File: src/logic/psram_consts.vh
`ifndef PSRAM_CONSTS_VH
`define PSRAM_CONSTS_VH

// Clock period in ps (200 MHz)
`define PSRC_CLK_PS        5000
// Fastest-grade timing figures, ns
`define PSRC_T_RC_NS       80
`define PSRC_T_RC_MAX_NS   10000
`define PSRC_T_WC_NS       80
`define PSRC_T_AA_NS       80
`define PSRC_T_OE_NS       35
`define PSRC_T_CW_NS       40
`define PSRC_T_BW_NS       30
`define PSRC_T_AW_NS       35
`define PSRC_T_WP_NS       30
`define PSRC_T_WR_NS       20
`define PSRC_T_BWH_NS      20
`define PSRC_T_DW_NS       20
`define PSRC_T_CP_NS       10
`define PSRC_T_CHZ_NS      25
// Least times round up, longest round down
`define PSRC_MIN_CYC(ns)   (((ns) * 1000 + `PSRC_CLK_PS - 1) / `PSRC_CLK_PS)
`define PSRC_MAX_CYC(ns)   (((ns) * 1000) / `PSRC_CLK_PS)
// Widths
`define PSRC_ADDR_W        20
`define PSRC_DATA_W        16
// Counter width
`define PSRC_CNT_W         12

`endif

File: src/logic/psrc_ctrl.v
// Operation
// - Read cycle between grade minimum and 10 us
// - Cycle spans select/address settle to release
// - Same-address reads each meet minimum, total bounded
// - Address skew under select at most limit
// - Skew limit void while select inactive
// - Write cycle between grade minimum and 10 us
// - Same-address writes total bounded by 10 us
// - Select 40, bytes 30, address 35 before end
// - Hold byte selects 20 ns after end
// - Data 20 ns before end, zero hold
`include "psram_consts.vh"

module psrc_ctrl #(
    parameter AW        = `PSRC_ADDR_W,
    parameter DW        = `PSRC_DATA_W,
    // Per-grade figures, ns
    parameter T_RC_NS   = `PSRC_T_RC_NS,
    parameter T_WC_NS   = `PSRC_T_WC_NS,
    parameter T_AA_NS   = `PSRC_T_AA_NS,
    parameter T_OE_NS   = `PSRC_T_OE_NS,
    parameter T_CW_NS   = `PSRC_T_CW_NS,
    parameter T_BW_NS   = `PSRC_T_BW_NS,
    parameter T_AW_NS   = `PSRC_T_AW_NS,
    parameter T_WP_NS   = `PSRC_T_WP_NS,
    parameter T_WR_NS   = `PSRC_T_WR_NS,
    parameter T_BWH_NS  = `PSRC_T_BWH_NS,
    parameter T_DW_NS   = `PSRC_T_DW_NS,
    parameter T_CP_NS   = `PSRC_T_CP_NS,
    parameter T_CHZ_NS  = `PSRC_T_CHZ_NS
) (
    input  wire          clk_sys,
    input  wire          rst,
    // User request side
    input  wire          req_valid,
    input  wire          req_write,
    input  wire [AW-1:0] req_addr,
    input  wire [DW-1:0] req_wdata,
    input  wire [1:0]    req_be,
    output reg           req_ready,
    output reg           rsp_valid,
    output reg  [DW-1:0] rsp_rdata,
    // RAM pins
    output reg  [AW-1:0] ram_addr,
    output reg           ram_select_n,
    output reg           ram_oe_n,
    output reg           ram_we_n,
    output reg           low_byte_select_n,
    output reg           high_byte_select_n,
    output reg  [DW-1:0] ram_dq_o,
    output reg           ram_dq_oe,
    input  wire [DW-1:0] ram_dq_i
);
    // -------------------------------------------------------------
    // Cycle counts
    // -------------------------------------------------------------
    localparam CW = `PSRC_CNT_W;
    // Read: wait access plus three cycles (two sync stages, capture), at least full cycle
    localparam integer RD_ACC  = `PSRC_MIN_CYC(T_AA_NS) + 3;
    localparam integer RD_MIN  = `PSRC_MIN_CYC(T_RC_NS);
    localparam integer RD_CYC  = (RD_ACC > RD_MIN) ? RD_ACC : RD_MIN;
    // Write pulse covers pulse width, select, bytes, address, data
    localparam integer WP_A    = `PSRC_MIN_CYC(T_WP_NS);
    localparam integer WP_B    = `PSRC_MIN_CYC(T_CW_NS);
    localparam integer WP_C    = `PSRC_MIN_CYC(T_AW_NS);
    localparam integer WP_D    = `PSRC_MIN_CYC(T_BW_NS);
    localparam integer WP_E    = `PSRC_MIN_CYC(T_DW_NS);
    localparam integer WP_AB   = (WP_A > WP_B) ? WP_A : WP_B;
    localparam integer WP_CD   = (WP_C > WP_D) ? WP_C : WP_D;
    localparam integer WP_ABCD = (WP_AB > WP_CD) ? WP_AB : WP_CD;
    localparam integer WP_CYC  = (WP_ABCD > WP_E) ? WP_ABCD : WP_E;
    // Recovery after write end: covers both write recovery and byte hold
    localparam integer WR_A    = `PSRC_MIN_CYC(T_WR_NS);
    localparam integer WR_B    = `PSRC_MIN_CYC(T_BWH_NS);
    localparam integer WR_CYC  = (WR_A > WR_B) ? WR_A : WR_B;
    localparam integer WC_MIN  = `PSRC_MIN_CYC(T_WC_NS);
    // Whole write: one setup cycle, pulse, recovery; stretched to minimum
    localparam integer WR_SUM  = 1 + WP_CYC + WR_CYC;
    localparam integer WR_PAD  = (WR_SUM >= WC_MIN) ? 0 : (WC_MIN - WR_SUM);
    // Idle between cycles: select high pulse and bus float time
    localparam integer GAP_A   = `PSRC_MIN_CYC(T_CP_NS);
    localparam integer GAP_B   = `PSRC_MIN_CYC(T_CHZ_NS);
    localparam integer GAP_CYC = (GAP_A > GAP_B) ? GAP_A : GAP_B;

    // -------------------------------------------------------------
    // States
    // -------------------------------------------------------------
    localparam [2:0] S_IDLE  = 3'h0;
    localparam [2:0] S_RD    = 3'h1;
    localparam [2:0] S_WSET  = 3'h2;
    localparam [2:0] S_WP    = 3'h3;
    localparam [2:0] S_WREC  = 3'h4;
    localparam [2:0] S_GAP   = 3'h5;

    reg  [2:0]    state;
    reg  [CW-1:0] cnt;
    wire [DW-1:0] dq_sync;

    psrc_sync #(
        .W (DW)
    ) u_sync (
        .clk_sys (clk_sys),
        .rst     (rst),
        .d       (ram_dq_i),
        .q       (dq_sync)
    );

    // -------------------------------------------------------------
    // Sequencer
    // -------------------------------------------------------------
    // Each access is a full select-low cycle; select rises between
    // accesses, so address moves only while deselected and no
    // same-address run can ever grow toward the 10 us ceiling.
    always @(posedge clk_sys) begin
        if (rst) begin
            state              <= S_IDLE;
            cnt                <= {CW{1'b0}};
            req_ready          <= 1'b0;
            rsp_valid          <= 1'b0;
            rsp_rdata          <= {DW{1'b0}};
            ram_addr           <= {AW{1'b0}};
            ram_select_n       <= 1'b1;
            ram_oe_n           <= 1'b1;
            ram_we_n           <= 1'b1;
            low_byte_select_n  <= 1'b1;
            high_byte_select_n <= 1'b1;
            ram_dq_o           <= {DW{1'b0}};
            ram_dq_oe          <= 1'b0;
        end else begin
            rsp_valid <= 1'b0;
            case (state)
                S_IDLE: begin
                    req_ready <= 1'b1;
                    if (req_valid && req_ready) begin
                        req_ready <= 1'b0;
                        // Address set while deselected, no skew limit
                        ram_addr           <= req_addr;
                        ram_select_n       <= 1'b0;
                        low_byte_select_n  <= ~req_be[0];
                        high_byte_select_n <= ~req_be[1];
                        cnt                <= {CW{1'b0}};
                        if (req_write) begin
                            ram_dq_o  <= req_wdata;
                            ram_dq_oe <= 1'b1;
                            state     <= S_WSET;
                        end else begin
                            ram_oe_n <= 1'b0;
                            state    <= S_RD;
                        end
                    end
                end
                S_RD: begin
                    // Sample after access time plus sync delay
                    if (cnt == RD_CYC[CW-1:0] - 1'b1) begin
                        rsp_rdata          <= dq_sync;
                        rsp_valid          <= 1'b1;
                        ram_select_n       <= 1'b1;
                        ram_oe_n           <= 1'b1;
                        low_byte_select_n  <= 1'b1;
                        high_byte_select_n <= 1'b1;
                        cnt                <= {CW{1'b0}};
                        state              <= S_GAP;
                    end else begin
                        cnt <= cnt + 1'b1;
                    end
                end
                S_WSET: begin
                    // Address one cycle ahead of write start
                    ram_we_n <= 1'b0;
                    cnt      <= {CW{1'b0}};
                    state    <= S_WP;
                end
                S_WP: begin
                    if (cnt == WP_CYC[CW-1:0] - 1'b1) begin
                        ram_we_n <= 1'b1;
                        cnt      <= {CW{1'b0}};
                        state    <= S_WREC;
                    end else begin
                        cnt <= cnt + 1'b1;
                    end
                end
                S_WREC: begin
                    // Bytes, select and address held through recovery
                    if (cnt == WR_CYC[CW-1:0] + WR_PAD[CW-1:0] - 1'b1) begin
                        ram_select_n       <= 1'b1;
                        low_byte_select_n  <= 1'b1;
                        high_byte_select_n <= 1'b1;
                        ram_dq_oe          <= 1'b0;
                        rsp_valid          <= 1'b1;
                        cnt                <= {CW{1'b0}};
                        state              <= S_GAP;
                    end else begin
                        cnt <= cnt + 1'b1;
                    end
                end
                S_GAP: begin
                    // Lets the RAM float before the next cycle
                    if (cnt == GAP_CYC[CW-1:0] - 1'b1) begin
                        cnt       <= {CW{1'b0}};
                        req_ready <= 1'b1;
                        state     <= S_IDLE;
                    end else begin
                        cnt <= cnt + 1'b1;
                    end
                end
                default: begin
                    state <= S_IDLE;
                end
            endcase
        end
    end
    // Timing figures are parameters so any grade fits
endmodule

File: src/logic/psrc_sync.v
// Two-stage synchroniser for the read data bus
module psrc_sync #(
    parameter W = 16
) (
    input  wire         clk_sys,
    input  wire         rst,
    input  wire [W-1:0] d,
    output reg  [W-1:0] q
);
    reg [W-1:0] meta;

    always @(posedge clk_sys) begin
        if (rst) begin
            meta <= {W{1'b0}};
            q    <= {W{1'b0}};
        end else begin
            meta <= d;
            q    <= meta;
        end
    end
endmodule

File: config.mk
export PLATFORM = sky130hd
export DESIGN_NAME = psrc_ctrl
export DESIGN_NICKNAME = d
export VERILOG_FILES = /design/src/logic/psrc_ctrl.v /design/src/logic/psrc_sync.v
export VERILOG_INCLUDE_DIRS = /design/src /design/src/logic
export SDC_FILE = /design/constraint.sdc
export NUM_CORES = 1
export LEC_CHECK = 0
export BUFFER_PORTS_ARGS = -buffer_cell sky130_fd_sc_hd__buf_2
export CAP_MARGIN = 15
export CORE_ASPECT_RATIO = 1.2
export CORE_UTILIZATION = 51
export CTS_CLUSTER_SIZE = 10
export DETAILED_ROUTE_END_ITERATION = 8
export PLACE_DENSITY = 0.79
export SYNTH_ARGS = -nofsm -noshare
export SYNTH_HDL_FRONTEND = slang
export SYNTH_SLANG_ARGS = --single-unit
File: constraint.sdc
create_clock -name clk_sys -period 2.2 [get_ports clk_sys]
set_input_delay 0 -clock clk_sys [delete_from_list [all_inputs] [get_ports clk_sys]]
set_output_delay 0 -clock clk_sys [all_outputs]
set_load 0.02 [all_outputs]
==> run summary, run 1 <==
Vias in the first global route: 3,286
Slowest stage delay, CP: 0.43 ns
Pre-antenna DRT Iters: 4
Power share of the sequential group: 0.495
CP top delay family: simple AND/OR/NAND/NOR gates
Layout cells sized above 1: 0.271
Hold Path End: high_byte_select_n
Die height: 98.0 um
RSZ-0062 raised after global routing: no
Worst-path cell chain: nor4_4, nand4_1, a22oi_4, a31o_2, nor2_1
Slew HR: 0.611
Number of fill cells: 536
Drt wl/cell: 13.5 um
Post-place setup slack: 0.333 ns
Core area: 7360 um^2
EDFF count, synth: 0
Net total in the final layout: 661
CTS max path bufs: 2
Status: finished clean
Post-synthesis cell area: 3920 um^2
Grt ovf: 0
Final setup viols: 0
CTS tree: built
R2R setup slack: 0.31 ns
Lkg Pwr: 2.25 nW
DRC Markers: 0
Max H-tree Level: 3
Combinational fraction of design power: 0.258
F_max: 0.530 GHz
Die footprint: 8040 um^2
Worst-Skew Late Latency: 0.36 ns
Sum of negative setup slack: 0 ns
Sw frac: 0.324
Register area share after synthesis: 0.547
Worst hold start: req_be[1]
IO Port Bufs: 117
Multi-input logic area: 1630 um^2
WP buf/inv: 0
CP Class: flop to flop
Number of synthesized register bits: 107
Clk sink count: 107
Critical Path Fanout Max: 11
Dpl hpwl: 5.94 mm
Die W: 82.0 um
Routed Antenna Nets: 0
Critical R2R Launch: cnt[7]
Peak VDD IR: 0.470 mV
Largest net degree at the start of global routing: 50
Skew final: 0.0102 ns
Crit start category: flop
Post-synthesis cell count: 434
Clock Root Buffer: clkbuf_8
Syn avg cell area: 9.03 um^2
Worst Reg-to-Reg Cells: 5
Vias per cell: 5.08
Reg-to-reg endpoint: cnt[8]
Top-level port count: 118
Worst min path class: input pin to flop
Routed WL: 9.39 mm
Syn-to-layout area delta: 35.2%
Seq. cell area: 2140 um^2
Clk slew on worst S/H paths: 0.09 ns
TritonCTS buffer count: 9
Worst hold path depth: 3
Slowest-stage cell, CP: nor4_4
Starting density of the core: 0.532
Final slew viol count: 0
Yosys warning total: 0
Worst EP arrival: 2.14 ns
Number of DRC markers in iteration 0: 151
Antenna cells: 0
Period utilization: 0.858
Reported net switching power: 1.45 mW
Site row count: 34
CP Capture Type: flop
Vias after detailed routing: 3,532
Min setup slack post-route: 0.313 ns
Initial antenna violation count: 0
Yosys cell types: 43
Power density cells: 847 nW/um^2
Worst path required time: 2.45 ns
Tmin final: 1.89 ns
Worst-Margin Slew: 0.584 ns
Syn Nets: 495
Overall routing resource usage: 0.243
RePlAce Congestion: 0.850
Post-synth ARST share: 0
Final Hold Fails: 0
Main synth FF type: dfxtp_1
Internal power: 3.03 mW
Max-cap violation count: 0
First-pass GRT wire length: 14.9 mm
Clock power frac: 0.247
## stage by stage
step                cell area [um^2]   util  hold slack [ns]  instances  power (mW)
global route                    5300  0.720           0.0414        695        4.74
CTS                             5300  0.720           0.0165        695        4.51
detailed placement              4580  0.622            0.213        626        3.33
finish                          5300  0.720           0.0307        695        4.49
floorplan                       3920      -            0.128        434        3.02
global placement                4580  0.622            0.211        626        3.29
## what timing repair did
item | in CTS | in global routing
resized for setup | 0 | 0
buffers inserted | 0 | 0
hold buffers | 53 | 0
endpoints found under the hold margin | 53 | 0
## how the worst max path moves through the flow
stage               startpoint  endpoint  slack (ns)  cells past startpoint
finish                  cnt[7]    cnt[8]        0.31                      5
detailed placement      cnt[7]   cnt[10]        0.33                      5
floorplan               cnt[0]  state[1]        0.55                      8
CTS                     cnt[7]   cnt[11]        0.31                      5
global route            cnt[7]  state[1]        0.18                      6
global placement        cnt[7]    cnt[4]        0.41                      5
## metal layers
layer | global-route usage | part of all wire
met5 | 0 | 0
met4 | 0.146 | 0.040
met3 | 0.0645 | 0.052
met2 | 0.410 | 0.50
met1 | 0.265 | 0.41
## synth_stat cells, drive strengths merged (4+ instances only)
master	number	area, um^2
nand4	12	75.1
nand3	6	35.0
buf	10	70.1
nor2	15	56.3
a211oi	5	37.5
dfxtp	107	2140
clkbuf	16	60.1
inv	4	15.0
nand2	110	413
and2	4	26.3
a21oi	59	295
and3	11	73.8
xor2	9	78.8
nor2b	34	213
## cell usage in the layout, fill, tap and decap left out, types with 4 or more instances in the layout
cell type and instances:
nand2_1 110, clkbuf_8 10, nor2b_1 34, and3_2 4, nor2_1 15, buf_4 10, nand4_1 12, inv_1 4
xor2_1 9, a21oi_1 59, nand3_1 5, dfxtp_1 107, dlygate4sd3_1 53, and3_1 7, buf_2 117, a211oi_1 5
## worst register-to-register path, delay by kind of cell (launching register included)
kind / cells / cell delay (ns)
DFF: 1 / 0.37
and+or+nand+nor: 3 / 0.72
AOI/OAI and AO/OA: 2 / 0.70
## state kept, by name (all words and copies together) (netlist names), 3 cells and up
signal / cells
ram_dq_o: 16
u_sync.meta: 16
ram_addr: 20
state: 3
rsp_rdata: 16
u_sync.q: 16
cnt: 12
## layout make-up
class,instances,area share
clock buffer,11,0.0267
clock inverter,5,0.00850
sequential,107,0.404
tap,90,0.0213
multi-input combinational,297,0.308
inverter,4,0.00283
timing repair buffer,181,0.229
## power by group through the flow
stage / clock network, mW / registers [mW] / logic [mW]
floorplan: 0 / 2.34 / 0.683
global placement: 0 / 2.25 / 1.04
global route: 1.22 / 2.24 / 1.28
detailed placement: 0 / 2.26 / 1.07
CTS: 1.14 / 2.21 / 1.15
finish: 1.11 / 2.22 / 1.16
## logic make-up after synthesis
logic type,synth area share
adders and majority gates,0.00958
AOI/OAI and AO/OA,0.122
muxes,0.00256
xor gates and xnor gates,0.0224
and+or+nand+nor,0.259
DFF,0.547
buffers and inverters,0.0370
(Power assumes the default switching activity.)
==> inputs of run 2 (changes only) <==
--- a/config.mk
+++ b/config.mk
@@ -8,7 +8,6 @@
 export LEC_CHECK = 0
 export BUFFER_PORTS_ARGS = -buffer_cell sky130_fd_sc_hd__buf_2
 export CAP_MARGIN = 15
-export CORE_ASPECT_RATIO = 1.2
 export CORE_UTILIZATION = 51
 export CTS_CLUSTER_SIZE = 10
 export DETAILED_ROUTE_END_ITERATION = 8
==> run summary, run 2 (synthesis gave the netlist of run 1 again) <==
Overall routing resource usage: 0.225 (-0.0178)
Final setup viols: 0 (unchanged)
Number of DRC markers in iteration 0: 78 (-48%)
Slowest stage delay, CP: 0.46 ns (+0.03 ns)
Pre-antenna DRT Iters: 5 (+1)
Hold Path End: low_byte_select_n
Die footprint: 8040 um^2 (about the same)
Placed Cells: 631 (+0.80%)
R2R setup slack: 0.36 ns (+0.05 ns)
Status: finished clean
Worst Reg-to-Reg Cells: 5 (unchanged)
Vias in the first global route: 3,135 (-4.6%)
Max H-tree Level: 3 (unchanged)
Period utilization: 0.837 (-0.0211)
First-pass GRT wire length: 13.8 mm (-7.0%)
Most frequent cells in the layout: buf_2, nand2_1, dfxtp_1
Syn-to-layout area delta: 36.0%
Drt wl/cell: 13.0 um (-4.1%)
Lkg Pwr: 2.26 nW (+0.23%)
Worst path required time: 2.45 ns (about the same)
Number of fill cells: 523 (-2.4%)
Slew HR: 0.513 (-0.0975)
Post-place setup slack: 0.373 ns (+0.0403 ns)
Sum of negative setup slack: 0 ns (unchanged)
CP Class: flop to flop
Top-level port count: 118 (unchanged)
Worst min path class: input pin to flop
Vias per cell: 4.92 (-3.1%)
Vias after detailed routing: 3,451 (-2.3%)
WHS: 0.0104 ns (-0.0202 ns)
Largest Register: ram_addr
Final slew viol count: 0 (unchanged)
Slowest-stage cell, CP: dfxtp_1
Die height: 89.6 um (-8.5%)
Site row count: 31 (-8.8%)
Max FFs per register: 20 (unchanged)
IO Port Bufs: 117 (unchanged)
Busiest grt layer: met2
Final core occ: 0.727 (+0.00709)
Skew final: 0.0143 ns (+0.00410 ns)
F_max: 0.543 GHz (+2.5%)
Final instance count without filler cells: 701 (+0.86%)
Clk slew on worst S/H paths: 0.10 ns (about the same)
DRC Markers: 0 (unchanged)
Peak VDD IR: 0.569 mV (+21%)
RSZ-0062 raised after global routing: no
Starting density of the core: 0.534 (+0.00209)
CTS resizes: 0 (unchanged)
Grt ovf: 0 (unchanged)
Worst-path cell chain: nor3b_2, nand4_1, a22oi_4, a31o_2, nor2_1
Met1 usage: 0.259 (-0.00639)
Layout cells sized above 1: 0.267 (-0.00363)
Dpl hpwl: 5.62 mm (-5.4%)
Worst EP arrival: 2.09 ns (-0.05 ns)
Routed Antenna Nets: 0 (unchanged)
Max-cap violation count: 0 (unchanged)
Multi-input logic area: 1630 um^2 (unchanged)
Core area: 7330 um^2 (-0.39%)
CTS tree: built
GRT met3 Usage: 0.0622 (-0.00233)
Die W: 89.6 um (+9.3%)
Clock Root Buffer: clkbuf_8
Net total in the final layout: 658 (-0.45%)
Final Hold Fails: 0 (unchanged)
TritonCTS buffer count: 9 (unchanged)
Number of post-CTS setup repair buffers: 0 (unchanged)
CP Capture Type: flop
Worst hold start: req_be[0]
RePlAce Congestion: 0.781 (-8.1%)
Worst hold path depth: 3 (unchanged)
Antenna cells: 0 (unchanged)
Critical R2R Launch: cnt[2]
Min setup slack post-route: 0.359 ns (+0.0464 ns)
Met2 usage: 0.403 (-0.00715)
Routed WL: 9.09 mm (-3.2%)
Clk sink count: 107 (unchanged)
Most common cell after layout, fill and taps aside: buf_2
Critical Path Fanout Max: 11 (unchanged)
Tmin final: 1.84 ns (-0.0464 ns)
Worst-Skew Late Latency: 0.37 ns (about the same)
Reg-to-reg endpoint: cnt[2]
Largest net degree at the start of global routing: 60 (+20%)
Crit start category: flop
Seq. cell area: 2140 um^2 (unchanged)
Initial antenna violation count: 0 (unchanged)
Power density cells: 873 nW/um^2 (+3.1%)
CTS max path bufs: 2 (unchanged)
Worst-Margin Slew: 0.730 ns (+0.146 ns)
## run 2: cell type report
class                   count  share of cell area
clock buffers               9              0.0232
clock inverters             7              0.0193
inverters                   4             0.00282
multi-input cells         297               0.306
flip-flops and latches    107               0.402
well taps                  99              0.0232
repair buffers            178               0.224
## run 2: worst max-delay path by stage
stage | startpoint | cells after the start | end
4_1_cts | cnt[7] | 5 | cnt[2]
3_5_place_dp | cnt[7] | 5 | cnt[7]
2_1_floorplan | cnt[0] | 8 | state[1]
3_3_place_gp | state[0] | 4 | ram_oe_n
6_report | cnt[2] | 5 | cnt[2]
5_1_grt | cnt[0] | 8 | cnt[2]
## run 2: timing repair
item | CTS | global route
hold buffers | 54 | 0
endpoints found under the hold margin | 54 | 0
setup endpoints to repair | 0 | 0
## run 2: worst max-delay path, delay by kind of cell, from the launching register on
family           cells  cell delay, ns
AO/OA/AOI/OAI        2            0.69
AND/OR/NAND/NOR      3            0.60
flip-flops           1            0.46
## run 2: routing by layer
metal	share of wire	vias to the layer above	wire length [um]
met5	0	-	0
met3	0.083	10	757
met1	0.42	1555	3780
met2	0.49	116	4440
met4	0.013	0	114
li1	-	1770	-
## run 2: power breakdown
part | switching, mW | leakage (nW) | total (mW) | internal, mW
sequential | 0.117 | 0.872 | 2.21 | 2.10
clock | 0.720 | 0.114 | 1.29 | 0.569
combinational | 0.674 | 1.27 | 1.15 | 0.474
## run 2: through the flow
| stage | area [um^2] | total power, mW |
|---|---|---|
| after floorplan | 3920 | 3.02 |
| after global placement | 4560 | 3.30 |
| after detailed placement | 4560 | 3.32 |
| after CTS | 5330 | 4.67 |
| after global routing | 5330 | 4.90 |
| final | 5330 | 4.65 |
==> inputs of run 3 (changes only) <==
--- a/config.mk
+++ b/config.mk
@@ -6,6 +6,7 @@
 export SDC_FILE = /design/constraint.sdc
 export NUM_CORES = 1
 export LEC_CHECK = 0
+export ABC_AREA = 1
 export BUFFER_PORTS_ARGS = -buffer_cell sky130_fd_sc_hd__buf_2
 export CAP_MARGIN = 15
 export CORE_UTILIZATION = 51
==> constraint.sdc (replaced) <==
create_clock -name clk_sys -period 1.74 [get_ports clk_sys]
set_input_delay 0 -clock clk_sys [delete_from_list [all_inputs] [get_ports clk_sys]]
set_output_delay 0 -clock clk_sys [all_outputs]
set_load 0.02 [all_outputs]
==> run summary, run 3 <==
Grt ovf: 0 (unchanged)
Lkg Pwr: 2.68 nW (+19%)
Synth top area cells: dfxtp_1, nor2_1, o21ai_0
Main synth FF type: dfxtp_1
Syn avg cell area: 7.69 um^2 (-15%)
Count leader, synth: nor2_1
CP Capture Type: flop
Final Hold Fails: 0 (unchanged)
CP Class: flop to flop
Top-level port count: 118 (unchanged)
Min setup slack post-route: 0.123 ns (-0.237 ns)
Most common cell after layout, fill and taps aside: nor2_1
Syn Nets: 594 (+20%)
Dpl hpwl: 6.08 mm (+8.2%)
Skew final: 0.0144 ns (+0.0000718 ns)
Clk slew on worst S/H paths: 0.11 ns (about the same)
Largest net degree at the start of global routing: 43 (-28%)
Routed WL: 10.0 mm (+10%)
Tmin final: 1.62 ns (-0.223 ns)
Number of synthesized register bits: 107 (unchanged)
Most frequent cells in the layout: nor2_1, buf_2, dfxtp_1
Yosys cell types: 36 (-16%)
Worst-Margin Slew: 0.619 ns (-0.112 ns)
Clk sink count: 107 (unchanged)
TritonCTS buffer count: 9 (unchanged)
Sum of negative setup slack: 0 ns (unchanged)
IO Port Bufs: 117 (unchanged)
F_max: 0.618 GHz (+14%)
Vias per cell: 4.80 (-2.5%)
First-pass GRT wire length: 16.6 mm (+20%)
CTS max path bufs: 2 (unchanged)
Syn-to-layout area delta: 35.3%
EDFF count, synth: 0 (unchanged)
Period utilization: 0.929 (+0.0928)
Yosys warning total: 0 (unchanged)
Post-synth ARST share: 0 (unchanged)
Yosys top cell area share: 0.522 (-0.0245)
Max FFs per register: 20 (unchanged)
Slew HR: 0.587 (+0.0741)
RePlAce Congestion: 0.889 (+14%)
Drt wl/cell: 12.4 um (-4.4%)
Worst min path class: input pin to flop
Worst path required time: 2.00 ns (-0.45 ns)
Power density cells: 1150 nW/um^2 (+32%)
Vias in the first global route: 3,794 (+21%)
CTS tree: built
Synth top cells by count: nor2_1, dfxtp_1, inv_1
Yosys top cell by area: dfxtp_1
Routed Antenna Nets: 0 (unchanged)
Final core occ: 0.715 (-0.0124)
Post-synthesis cell count: 533 (+23%)
Max-cap violation count: 0 (unchanged)
Overall routing resource usage: 0.250 (+0.0245)
DRC Markers: 0 (unchanged)
Post-synthesis cell area: 4100 um^2 (+4.7%)
Critical Path Fanout Max: 32 (+21)
Post-place setup slack: 0.0913 ns (-0.282 ns)
Register area share after synthesis: 0.522 (-0.0245)
Peak VDD IR: 0.817 mV (+44%)
Pre-antenna DRT Iters: 4 (-1)
Core area: 7770 um^2 (+6.0%)
Worst-Skew Late Latency: 0.38 ns (about the same)
Final slew viol count: 0 (unchanged)
Number of DRC markers in iteration 0: 210 (+170%)
Layout cells sized above 1: 0.245 (-0.0224)
Worst EP arrival: 1.88 ns (-0.21 ns)
Crit start category: flop
Die footprint: 8400 um^2 (+4.6%)
Die height: 91.7 um (+2.3%)
Largest Register: ram_addr
Antenna cells: 0 (unchanged)
Site row count: 32 (+3.2%)
Final setup viols: 0 (unchanged)
Starting density of the core: 0.528 (-0.00636)
Vias after detailed routing: 3,879 (+12%)
Status: finished clean
Net total in the final layout: 762 (+16%)
Total power: 6.38 mW (+37%)
Die W: 91.7 um (+2.3%)
Max H-tree Level: 3 (unchanged)
Clock Root Buffer: clkbuf_8
Initial antenna violation count: 0 (unchanged)
run 3: path summary, 6_finish.rpt:
check,startpoint,endpoint,slack (ns),depth (start not counted)
setup / recovery,cnt[0],rsp_rdata[3],0.12,8
setup reg to reg,cnt[0],rsp_rdata[3],0.12,8
hold reg to reg,u_sync.meta[0],u_sync.q[0],0.41,2
hold / removal,req_write,state[1],0.06,5
run 3: where the power goes:
part | total, mW | internal (mW) | switching [mW] | leakage [nW]
sequential | 2.88 | 2.72 | 0.157 | 0.875
clock | 1.61 | 0.702 | 0.908 | 0.106
combinational | 1.89 | 0.657 | 1.23 | 1.70
run 3: layer usage:
layer  share of wire  track usage
met1            0.43        0.289
met2            0.49        0.439
met3           0.058       0.0506
met4           0.019        0.123
met5               0            0
run 3: through the flow:
step           cells  hold slack (ns)  area [um^2]
2_1_floorplan    533            0.107         4100
3_3_place_gp     737            0.203         4760
3_5_place_dp     737            0.207         4760
4_1_cts          807           0.0405         5520
5_1_grt          808            0.104         5550
6_report         808           0.0570         5550
run 3: worst max-delay path, stage by stage, from the launching register on:
cell     delay [ns]
dfxtp_2        0.36
inv_2          0.08
ha_2           0.18
nand2_1        0.06
nor3_2         0.16
nand3_2        0.16
buf_12         0.20
o21ai_0        0.21
a21oi_1        0.09
run 3: repair_timing:
action                                  in CTS  in global routing
hold buffers                                54                  0
buffers inserted                             0                  1
endpoints found under the hold margin       54                  0
endpoints found under the setup margin       0                 25
gates resized for setup                      0                 10
run 3: layout make-up:
| class | count | area, um^2 |
|---|---|---|
| timing repair buffer | 177 | 1180 |
| tap | 102 | 128 |
| clock inverter | 7 | 93.8 |
| inverter | 82 | 315 |
| multi-input combinational | 324 | 1560 |
| sequential | 107 | 2150 |
| clock buffer | 9 | 124 |
| fill | 585 | 2220 |
run 3: cells by family after synthesis:
kind of cell / synth area share
buf+inv: 0.103
compound gates: 0.118
flops: 0.522
xor+xnor: 0.0128
simple gates: 0.235
fa+ha+maj: 0.00915
